[config.mk]
export PLATFORM = sky130hd
export DESIGN_NAME = ppc_line_ctrl
export DESIGN_NICKNAME = d
export VERILOG_FILES = /design/src/logic/ppc_edge_det.v /design/src/logic/ppc_line_ctrl.v
export VERILOG_INCLUDE_DIRS = /design/src /design/src/logic
export SDC_FILE = /design/constraint.sdc
export NUM_CORES = 1
export LEC_CHECK = 0
export BUFFER_PORTS_ARGS = -buffer_cell sky130_fd_sc_hd__buf_2
export CAP_MARGIN = 10
export CORE_ASPECT_RATIO = 1.25
export CORE_MARGIN = 1.5
export CORE_UTILIZATION = 49
export DETAILED_ROUTE_END_ITERATION = 16
export HOLD_SLACK_MARGIN = 0.08
export PLACE_DENSITY = 0.94
export SLEW_MARGIN = 20
export SYNTH_ARGS = -nofsm -noshare
export SYNTH_HDL_FRONTEND = slang
export SYNTH_HIERARCHICAL = 1
export SYNTH_SLANG_ARGS = --single-unit
[constraint.sdc]
create_clock -name aclk -period 2.05 [get_ports aclk]
set_input_delay 0.615 -clock aclk [delete_from_list [all_inputs] [get_ports aclk]]
set_output_delay 0.615 -clock aclk [all_outputs]
set_load 0.01 [all_outputs]
[src/logic/ppc_consts.vh]
// Purpose: constants for the parallel port line control block
// Assumes: one aligned 32-bit word per register on AXI4-Lite
// Notes: offsets are byte addresses chosen for this block
`ifndef PPC_CONSTS_VH
`define PPC_CONSTS_VH
// register byte offsets
`define PPC_OFS_LINE_CTRL 4'h0
`define PPC_OFS_PORT_CFG 4'h4
`define PPC_OFS_EVENT 4'h8
// field positions in port_line_control
`define PPC_BIT_STROBE 0
`define PPC_BIT_AUTOFEED 1
`define PPC_BIT_PRST 2
`define PPC_BIT_SELIN 3
`define PPC_BIT_IRQEN 4
`define PPC_BIT_DIR 5
// field positions in port configuration word
`define PPC_CFG_MODE_LSB 0
`define PPC_CFG_MODE_MSB 2
`define PPC_CFG_SLAVE 3
`define PPC_CFG_LEVEL 4
`define PPC_CFG_PINDIS 5
// operating modes
`define PPC_MODE_SPP 3'h0
`define PPC_MODE_PS2 3'h1
`define PPC_MODE_FIFO 3'h2
`define PPC_MODE_ECP 3'h3
// reset values
`define PPC_RST_LINE_CTRL 6'h00
`define PPC_RST_CFG 6'h20
// bus responses
`define PPC_RESP_OKAY 2'h0
`define PPC_RESP_SLVERR 2'h2
`endif

[src/logic/ppc_edge_det.v]
// Purpose: rising-edge detector for one synchronous input
// Assumes: input already synchronous to aclk
// Notes: pulse is one cycle wide, registered
`timescale 1ns/10ps
module ppc_edge_det (
  input wire aclk,
  input wire aresetn,
  input wire sig_in,
  output reg rise_p
);
  reg prev_r;

  // ----------------------------------------
  // previous sample and edge pulse
  // ----------------------------------------
  always @(posedge aclk) begin
    if (!aresetn) begin
      prev_r <= 1'b1;
      rise_p <= 1'b0;
    end else begin
      prev_r <= sig_in;
      rise_p <= sig_in & ~prev_r;
    end
  end
endmodule // ppc_edge_det

[src/logic/ppc_line_ctrl.v]
// Purpose: control bits and handshake lines of a 1284 parallel port, AXI4-Lite slave
// Assumes: pins synchronous to aclk; mode, slave and pin-disable set by software
// Notes: interrupt request is a port level or pulse, never floated
`timescale 1ns/10ps
`include "ppc_consts.vh"
module ppc_line_ctrl (
  input wire aclk,
  input wire aresetn,
  // AXI4-Lite slave
  input wire [3:0] s_axi_awaddr,
  input wire s_axi_awvalid,
  output reg s_axi_awready,
  input wire [31:0] s_axi_wdata,
  input wire [3:0] s_axi_wstrb,
  input wire s_axi_wvalid,
  output reg s_axi_wready,
  output reg [1:0] s_axi_bresp,
  output reg s_axi_bvalid,
  input wire s_axi_bready,
  input wire [3:0] s_axi_araddr,
  input wire s_axi_arvalid,
  output reg s_axi_arready,
  output reg [31:0] s_axi_rdata,
  output reg [1:0] s_axi_rresp,
  output reg s_axi_rvalid,
  input wire s_axi_rready,
  // hardware line requests from the transfer engine
  input wire hw_strobe_n,
  input wire hw_auto_feed_n,
  // handshake pins, input / output / enable
  input wire select_in_line_i,
  output reg select_in_line_o,
  output reg select_in_line_oe,
  input wire periph_reset_line_i,
  output reg periph_reset_line_o,
  output reg periph_reset_line_oe,
  input wire auto_feed_line_i,
  output reg auto_feed_line_o,
  output reg auto_feed_line_oe,
  input wire data_strobe_line_i,
  output reg data_strobe_line_o,
  output reg data_strobe_line_oe,
  input wire ack_line_n,
  // data lines drive enable and direction
  output reg port_data_lines_oe,
  output reg dir_reverse,
  // interrupt request
  output reg irq
);
  // ----------------------------------------
  // state
  // ----------------------------------------
  reg [5:0] ctrl_r;
  reg [5:0] cfg_r;
  reg ack_pend_r;
  reg stb_pend_r;
  reg wr_aw_r;
  reg wr_w_r;
  reg [3:0] awaddr_r;
  reg [31:0] wdata_r;
  reg [3:0] wstrb_r;
  wire ack_rise;
  wire stb_rise;
  wire [2:0] mode;
  wire slave;
  wire level_irq;
  wire pin_dis;
  wire dir_forced;
  wire host_ecp;
  wire host_fifo;
  wire do_write;
  wire wr_ctrl;
  wire wr_cfg;
  wire wr_evt;
  wire [5:0] ctrl_nxt;
  wire irqen_nxt;
  reg [5:0] ctrl_view;
  reg [31:0] rdata_nxt;
  reg rresp_nxt;

  // ----------------------------------------
  // register word indices
  // ----------------------------------------
  // only bits 3:2 pick a word; the byte lanes below them are not decoded
  localparam [3:0] OFS_CTRL = `PPC_OFS_LINE_CTRL;
  localparam [3:0] OFS_CFG = `PPC_OFS_PORT_CFG;
  localparam [3:0] OFS_EVT = `PPC_OFS_EVENT;
  localparam [1:0] IDX_CTRL = OFS_CTRL[3:2];
  localparam [1:0] IDX_CFG = OFS_CFG[3:2];
  localparam [1:0] IDX_EVT = OFS_EVT[3:2];

  assign mode = cfg_r[`PPC_CFG_MODE_MSB:`PPC_CFG_MODE_LSB];
  assign slave = cfg_r[`PPC_CFG_SLAVE];
  assign level_irq = cfg_r[`PPC_CFG_LEVEL];
  assign pin_dis = cfg_r[`PPC_CFG_PINDIS];
  assign dir_forced = (mode == `PPC_MODE_SPP) || (mode == `PPC_MODE_FIFO);
  assign host_ecp = !slave && (mode == `PPC_MODE_ECP);
  assign host_fifo = !slave && (mode == `PPC_MODE_FIFO);

  // ----------------------------------------
  // edge detectors: ack release and strobe release
  // ----------------------------------------
  // both lines idle high, so the detectors reset high to avoid a false edge
  ppc_edge_det u_ack_edge (
    .aclk(aclk),
    .aresetn(aresetn),
    .sig_in(ack_line_n),
    .rise_p(ack_rise)
  );

  ppc_edge_det u_stb_edge (
    .aclk(aclk),
    .aresetn(aresetn),
    .sig_in(data_strobe_line_i),
    .rise_p(stb_rise)
  );

  // ----------------------------------------
  // write channel capture
  // ----------------------------------------
  // address and data accepted in either order; response once both held
  assign do_write = wr_aw_r && wr_w_r && !s_axi_bvalid;
  assign wr_ctrl = do_write && (awaddr_r[3:2] == IDX_CTRL) && wstrb_r[0];
  assign wr_cfg = do_write && (awaddr_r[3:2] == IDX_CFG) && wstrb_r[0];
  assign wr_evt = do_write && (awaddr_r[3:2] == IDX_EVT) && wstrb_r[0];

  // readies stay low until the response is taken, so a second write waits
  always @(posedge aclk) begin
    if (!aresetn) begin
      s_axi_awready <= 1'b1;
      s_axi_wready <= 1'b1;
      s_axi_bvalid <= 1'b0;
      s_axi_bresp <= `PPC_RESP_OKAY;
      wr_aw_r <= 1'b0;
      wr_w_r <= 1'b0;
      awaddr_r <= 4'h0;
      wdata_r <= 32'h00000000;
      wstrb_r <= 4'h0;
    end else begin
      if (s_axi_awvalid && s_axi_awready) begin
        awaddr_r <= s_axi_awaddr;
        wr_aw_r <= 1'b1;
        s_axi_awready <= 1'b0;
      end
      if (s_axi_wvalid && s_axi_wready) begin
        wdata_r <= s_axi_wdata;
        wstrb_r <= s_axi_wstrb;
        wr_w_r <= 1'b1;
        s_axi_wready <= 1'b0;
      end
      if (do_write) begin
        s_axi_bvalid <= 1'b1;
        s_axi_bresp <= (awaddr_r[3:2] == 2'h3) ? `PPC_RESP_SLVERR : `PPC_RESP_OKAY;
      end
      if (s_axi_bvalid && s_axi_bready) begin
        s_axi_bvalid <= 1'b0;
        wr_aw_r <= 1'b0;
        wr_w_r <= 1'b0;
        s_axi_awready <= 1'b1;
        s_axi_wready <= 1'b1;
      end
    end
  end

  // ----------------------------------------
  // control and configuration registers
  // ----------------------------------------
  // direction write dropped while forced; held at 0 when mode forces it
  assign ctrl_nxt = {(dir_forced ? 1'b0 : wdata_r[`PPC_BIT_DIR]),
                     wdata_r[`PPC_BIT_IRQEN:0]};
  assign irqen_nxt = wr_ctrl ? wdata_r[`PPC_BIT_IRQEN] : ctrl_r[`PPC_BIT_IRQEN];

  always @(posedge aclk) begin
    if (!aresetn) begin
      ctrl_r <= `PPC_RST_LINE_CTRL;
      cfg_r <= `PPC_RST_CFG;
    end else begin
      if (wr_ctrl) begin
        ctrl_r <= ctrl_nxt;
      end else if (dir_forced) begin
        ctrl_r[`PPC_BIT_DIR] <= 1'b0;
      end
      // a mode change acts on the pins one edge after it lands
      if (wr_cfg) begin
        cfg_r <= wdata_r[5:0];
      end
    end
  end

  // ----------------------------------------
  // interrupt sources
  // ----------------------------------------
  // set beats clear; pending cleared by write-one to event reg.
  // a level request dies with its enable; pulse mode needs no pending
  always @(posedge aclk) begin
    if (!aresetn) begin
      ack_pend_r <= 1'b0;
      stb_pend_r <= 1'b0;
      irq <= 1'b0;
    end else begin
      if (!slave && ctrl_r[`PPC_BIT_IRQEN] && ack_rise) begin
        ack_pend_r <= 1'b1;
      end else if ((wr_evt && wdata_r[0]) || (level_irq && !irqen_nxt)) begin
        ack_pend_r <= 1'b0;
      end
      // strobe events only count while the remote host owns the lines and the mode field is SPP
      if (slave && (mode == `PPC_MODE_SPP) && ctrl_r[`PPC_BIT_IRQEN] && stb_rise) begin
        stb_pend_r <= 1'b1;
      end else if ((wr_evt && wdata_r[1]) || (level_irq && !irqen_nxt)) begin
        stb_pend_r <= 1'b0;
      end
      // irq is always driven, only its level changes
      if (level_irq) begin
        irq <= ack_pend_r || stb_pend_r;
      end else begin
        irq <= (!slave && ctrl_r[`PPC_BIT_IRQEN] && ack_rise)
               || (slave && (mode == `PPC_MODE_SPP) && ctrl_r[`PPC_BIT_IRQEN] && stb_rise);
      end
    end
  end

  // ----------------------------------------
  // pin drive
  // ----------------------------------------
  // from ctrl_nxt on the write so a control-line pin moves at the edge the write lands; direction and data enable follow ctrl_r
  always @(posedge aclk) begin
    if (!aresetn) begin
      select_in_line_o <= 1'b1;
      select_in_line_oe <= 1'b0;
      periph_reset_line_o <= 1'b0;
      periph_reset_line_oe <= 1'b1;
      auto_feed_line_o <= 1'b1;
      auto_feed_line_oe <= 1'b0;
      data_strobe_line_o <= 1'b1;
      data_strobe_line_oe <= 1'b0;
      port_data_lines_oe <= 1'b0;
      dir_reverse <= 1'b0;
    end else if (pin_dis) begin
      // drivers released except reset, which is driven low; the released ones keep their level for a clean re-enable
      select_in_line_oe <= 1'b0;
      auto_feed_line_oe <= 1'b0;
      data_strobe_line_oe <= 1'b0;
      periph_reset_line_o <= 1'b0;
      periph_reset_line_oe <= 1'b1;
      port_data_lines_oe <= 1'b0;
      dir_reverse <= ctrl_r[`PPC_BIT_DIR];
    end else begin
      dir_reverse <= ctrl_r[`PPC_BIT_DIR];
      port_data_lines_oe <= slave ? ctrl_r[`PPC_BIT_DIR] : !ctrl_r[`PPC_BIT_DIR];
      // slave mode: the remote host owns all four control lines
      select_in_line_oe <= !slave;
      periph_reset_line_oe <= !slave;
      auto_feed_line_oe <= !slave;
      data_strobe_line_oe <= !slave;
      select_in_line_o <= !ctrl_view[`PPC_BIT_SELIN];
      periph_reset_line_o <= ctrl_view[`PPC_BIT_PRST];
      // shared lines: hardware may pull low while software bit is 0
      auto_feed_line_o <= !ctrl_view[`PPC_BIT_AUTOFEED]
                          && (!host_ecp || hw_auto_feed_n);
      data_strobe_line_o <= !ctrl_view[`PPC_BIT_STROBE]
                            && (!(host_ecp || host_fifo) || hw_strobe_n);
    end
  end

  // ----------------------------------------
  // value in effect for pin drive
  // ----------------------------------------
  // bypass so a write reaches its pin at the same edge as the register
  always @* begin
    ctrl_view = ctrl_r;
    if (wr_ctrl) begin
      ctrl_view = ctrl_nxt;
    end
  end

  // ----------------------------------------
  // read channel
  // ----------------------------------------
  // slave and standard mode show live lines; otherwise last written
  always @* begin
    rdata_nxt = 32'h00000000;
    rresp_nxt = 1'b0;
    case (s_axi_araddr[3:2])
      IDX_CTRL: begin
        rdata_nxt[5:0] = ctrl_r;
        if (slave || (mode == `PPC_MODE_SPP)) begin
          rdata_nxt[`PPC_BIT_SELIN] = !select_in_line_i;
          rdata_nxt[`PPC_BIT_PRST] = periph_reset_line_i;
          rdata_nxt[`PPC_BIT_AUTOFEED] = !auto_feed_line_i;
          rdata_nxt[`PPC_BIT_STROBE] = !data_strobe_line_i;
        end
      end
      IDX_CFG: begin
        rdata_nxt[5:0] = cfg_r;
      end
      IDX_EVT: begin
        rdata_nxt[2:0] = {irq, stb_pend_r, ack_pend_r};
      end
      default: begin
        rresp_nxt = 1'b1;
      end
    endcase
  end

  // data is taken at the address handshake, so live pins are one cycle old
  always @(posedge aclk) begin
    if (!aresetn) begin
      s_axi_arready <= 1'b1;
      s_axi_rvalid <= 1'b0;
      s_axi_rdata <= 32'h00000000;
      s_axi_rresp <= `PPC_RESP_OKAY;
    end else begin
      if (s_axi_arvalid && s_axi_arready) begin
        s_axi_arready <= 1'b0;
        s_axi_rvalid <= 1'b1;
        s_axi_rdata <= rdata_nxt;
        s_axi_rresp <= rresp_nxt ? `PPC_RESP_SLVERR : `PPC_RESP_OKAY;
      end else if (s_axi_rvalid && s_axi_rready) begin
        s_axi_rvalid <= 1'b0;
        s_axi_arready <= 1'b1;
      end
    end
  end
endmodule // ppc_line_ctrl

==> out/metrics.csv <==
metric;value;unit
core footprint;4460;um^2
P_leak;1.13;nW
number of synthesized flops with an enable pin;0;
Synth area leaders;dfxtp_1 45%, buf_4 10%, a21boi_0 4.3%, nand2_1 4.3%, mux2i_1 3.9%;
Std-Cell Rows;27;
Reg power frac;0.571;
worst-case vdd ir drop;386;uV
Final Max Slew Viols;0;
clock latency at the later pin of the worst-skew pair;0.30;ns
largest net degree at the start of global routing;27;
port bufs;48;
crit-path leading delay family;flip-flops;
YS warnings;6;
Initial Util;0.513;
syn avg cell area;9.26;um^2
Hold Slack;0.466;ns
Vias;1795;
synth cell count leaders;51 x dfxtp_1, 31 x buf_4, 26 x nand2_1, 14 x o21ai_0, 13 x a21boi_0;
htree depth;2;
crit path max fanout;11;
setup violators final;0;
die width;64.1;um
drt pass-1 iters;4;
Die Area;5090;um^2
internal power;0.00140;W
vias in the first global route;1598;
CTS Hold Bufs;0;
first-pass GRT wire length;7010;um
post-layout minimum cycle time;1.60;ns
initial antenna violation count;0;
clock buffer depth;2;
Comb pwr share;0.092;
worst min path class;register to register;
clk root buf;clkbuf_8;
Tcrit/Tclk final;0.783;
Routed Wire Length;4290;um
PwrDens;718;nW/um^2
grt ovf;0;
register area share after synthesis;0.446;
Clock power frac;0.337;
critical-path cell list;buf_2;
CTS Buf Count;5;
Total Power;0.00184;W
CP endpoint kind;primary output;
Switching Power;0.000442;W
crit start category;register;
largest area contributor in the netlist;dfxtp_1;
finished layout cell area;2560;um^2
per-cell routed wire length;12.2;um
share of the synthesized area in the top cell type;0.446;
Worst-Margin Slew;0.513;ns
ANT cells;0;
Remaining DRCs;0;
GP Congestion;0.895;
DR iter-0 viols;92;
layout net count;350;
area post-placement;2460;um^2
CTS tree;yes;
Die Y-Extent;79.4;um
synthesis-to-finish area growth;12.0;%
share of cells above drive strength 1;0.239;
crit path DAT;0.99;ns
number of nets still failing antenna checks after routing;0;
post-synthesis register bit count;51;
synthesized cell area;2290;um^2
dominant cell by count in the synthesized netlist;dfxtp_1;
Slew HR;0.658;
final hold violation count;0;
Top FF cell, synth;dfxtp_1;
Max Cap Viol;0;
Worst Skew;0.00979;ns
dpl ws;0.532;ns
Worst-path clk slew;0.09;ns
Peak Freq;623;MHz
I/O Pins;110;
type of the worst setup path;register to primary output;
setup ws final;0.445;ns
Post CTS Setup Buffer Count;0;
Slowest cell on crit path;dfxtp_1;
Worst Path Required;1.43;ns
RSZ-0062 raised after global routing;false;
Setup TNS Final;0;ns
Clock Sinks;51;
# resized after CTS;0;
Worst Path Buf+Inv;1;
Sw Share;0.240;
asr flop ratio synth;0;
outcome;finished, final reports clean;
DP HPWL;3170;um
Synth Instances;247;
Tot GR Track Use;0.174;
Crit path largest cell delay;0.50;ns
Synth cell types;39;
average via count per standard cell;5.11;
==> power groups by stage <==
stage	Sequential (W)	Clock, W	Combinational [W]
after floorplan	0.00107	0	0.000143
after global placement	0.00107	0	0.000163
after detailed placement	0.00107	0	0.000168
after CTS	0.00105	0.000631	0.000169
after global routing	0.00106	0.000669	0.000191
final	0.00105	0.000620	0.000169
==> layout by cell type, fill, tap and decap left out, drive strengths merged, types with 3 or more instances in the layout <==
master / n
dfxtp: 51
buf: 50
conb: 28
nand2: 27
o21ai: 14
a21boi: 13
a21oi: 12
nand3: 11
nor2b: 11
mux2i: 9
nor2: 9
clkbuf: 7
and2: 7
nand2b: 5
o311ai: 5
and3b: 3
nor3: 3
inv: 3
nand4: 3
nor3b: 3
a221oi: 3
mux2: 3
==> tightest hold or removal path, cell delays in order (launching register included) <==
cell	delay (ns)
dfxtp_1	0.32
nand2_1	0.04
a21boi_0	0.06
==> registers in the layout (all words and copies together), names as in the netlist, 2 cells and up <==
name,cells
awaddr_r,2
cfg_r,6
ctrl_r,6
s_axi_rdata,6
wdata_r,6
==> area by class of cell <==
type | count | area (um^2)
inverter | 3 | 11.3
sequential | 51 | 1020
clock buffer | 7 | 96.3
tap | 58 | 72.6
clock inverter | 1 | 7.51
timing repair buffer | 50 | 268
multi-input combinational | 181 | 1090
fill | 413 | 1900
==> stage by stage <==
step / instances / util
after global routing: 351 / 0.575
after detailed placement: 343 / 0.551
after CTS: 351 / 0.575
after global placement: 343 / 0.551
final: 351 / 0.575
after floorplan: 274 / -
==> kinds of logic after synthesis <==
group	after synthesis	share of synthesized area
other	1	0.00164
and+or+nand+nor	88	0.213
DFF	51	0.446
AOI/OAI and AO/OA	52	0.154
buffers and inverters	42	0.124
muxes	12	0.0574
xor gates and xnor gates	1	0.00383
==> worst paths after layout <==
check / startpoint / end / slack (ns) / depth (start not counted)
max: s_axi_wready / s_axi_wready / 0.45 / 1
max reg2reg: awaddr_r[2] / data_strobe_line_o / 0.59 / 4
min reg2reg: s_axi_rresp[1] / s_axi_rresp[1] / 0.47 / 2
min: s_axi_rresp[1] / s_axi_rresp[1] / 0.47 / 2
==> metal layers <==
metal	vias up	track usage	part of all wire
li1	885	-	-
met1	826	0.203	0.42
met2	75	0.309	0.50
met3	9	0.0310	0.061
met4	0	0.0766	0.018
met5	-	0	0
Note: power is estimated with default switching activity, not from simulation.
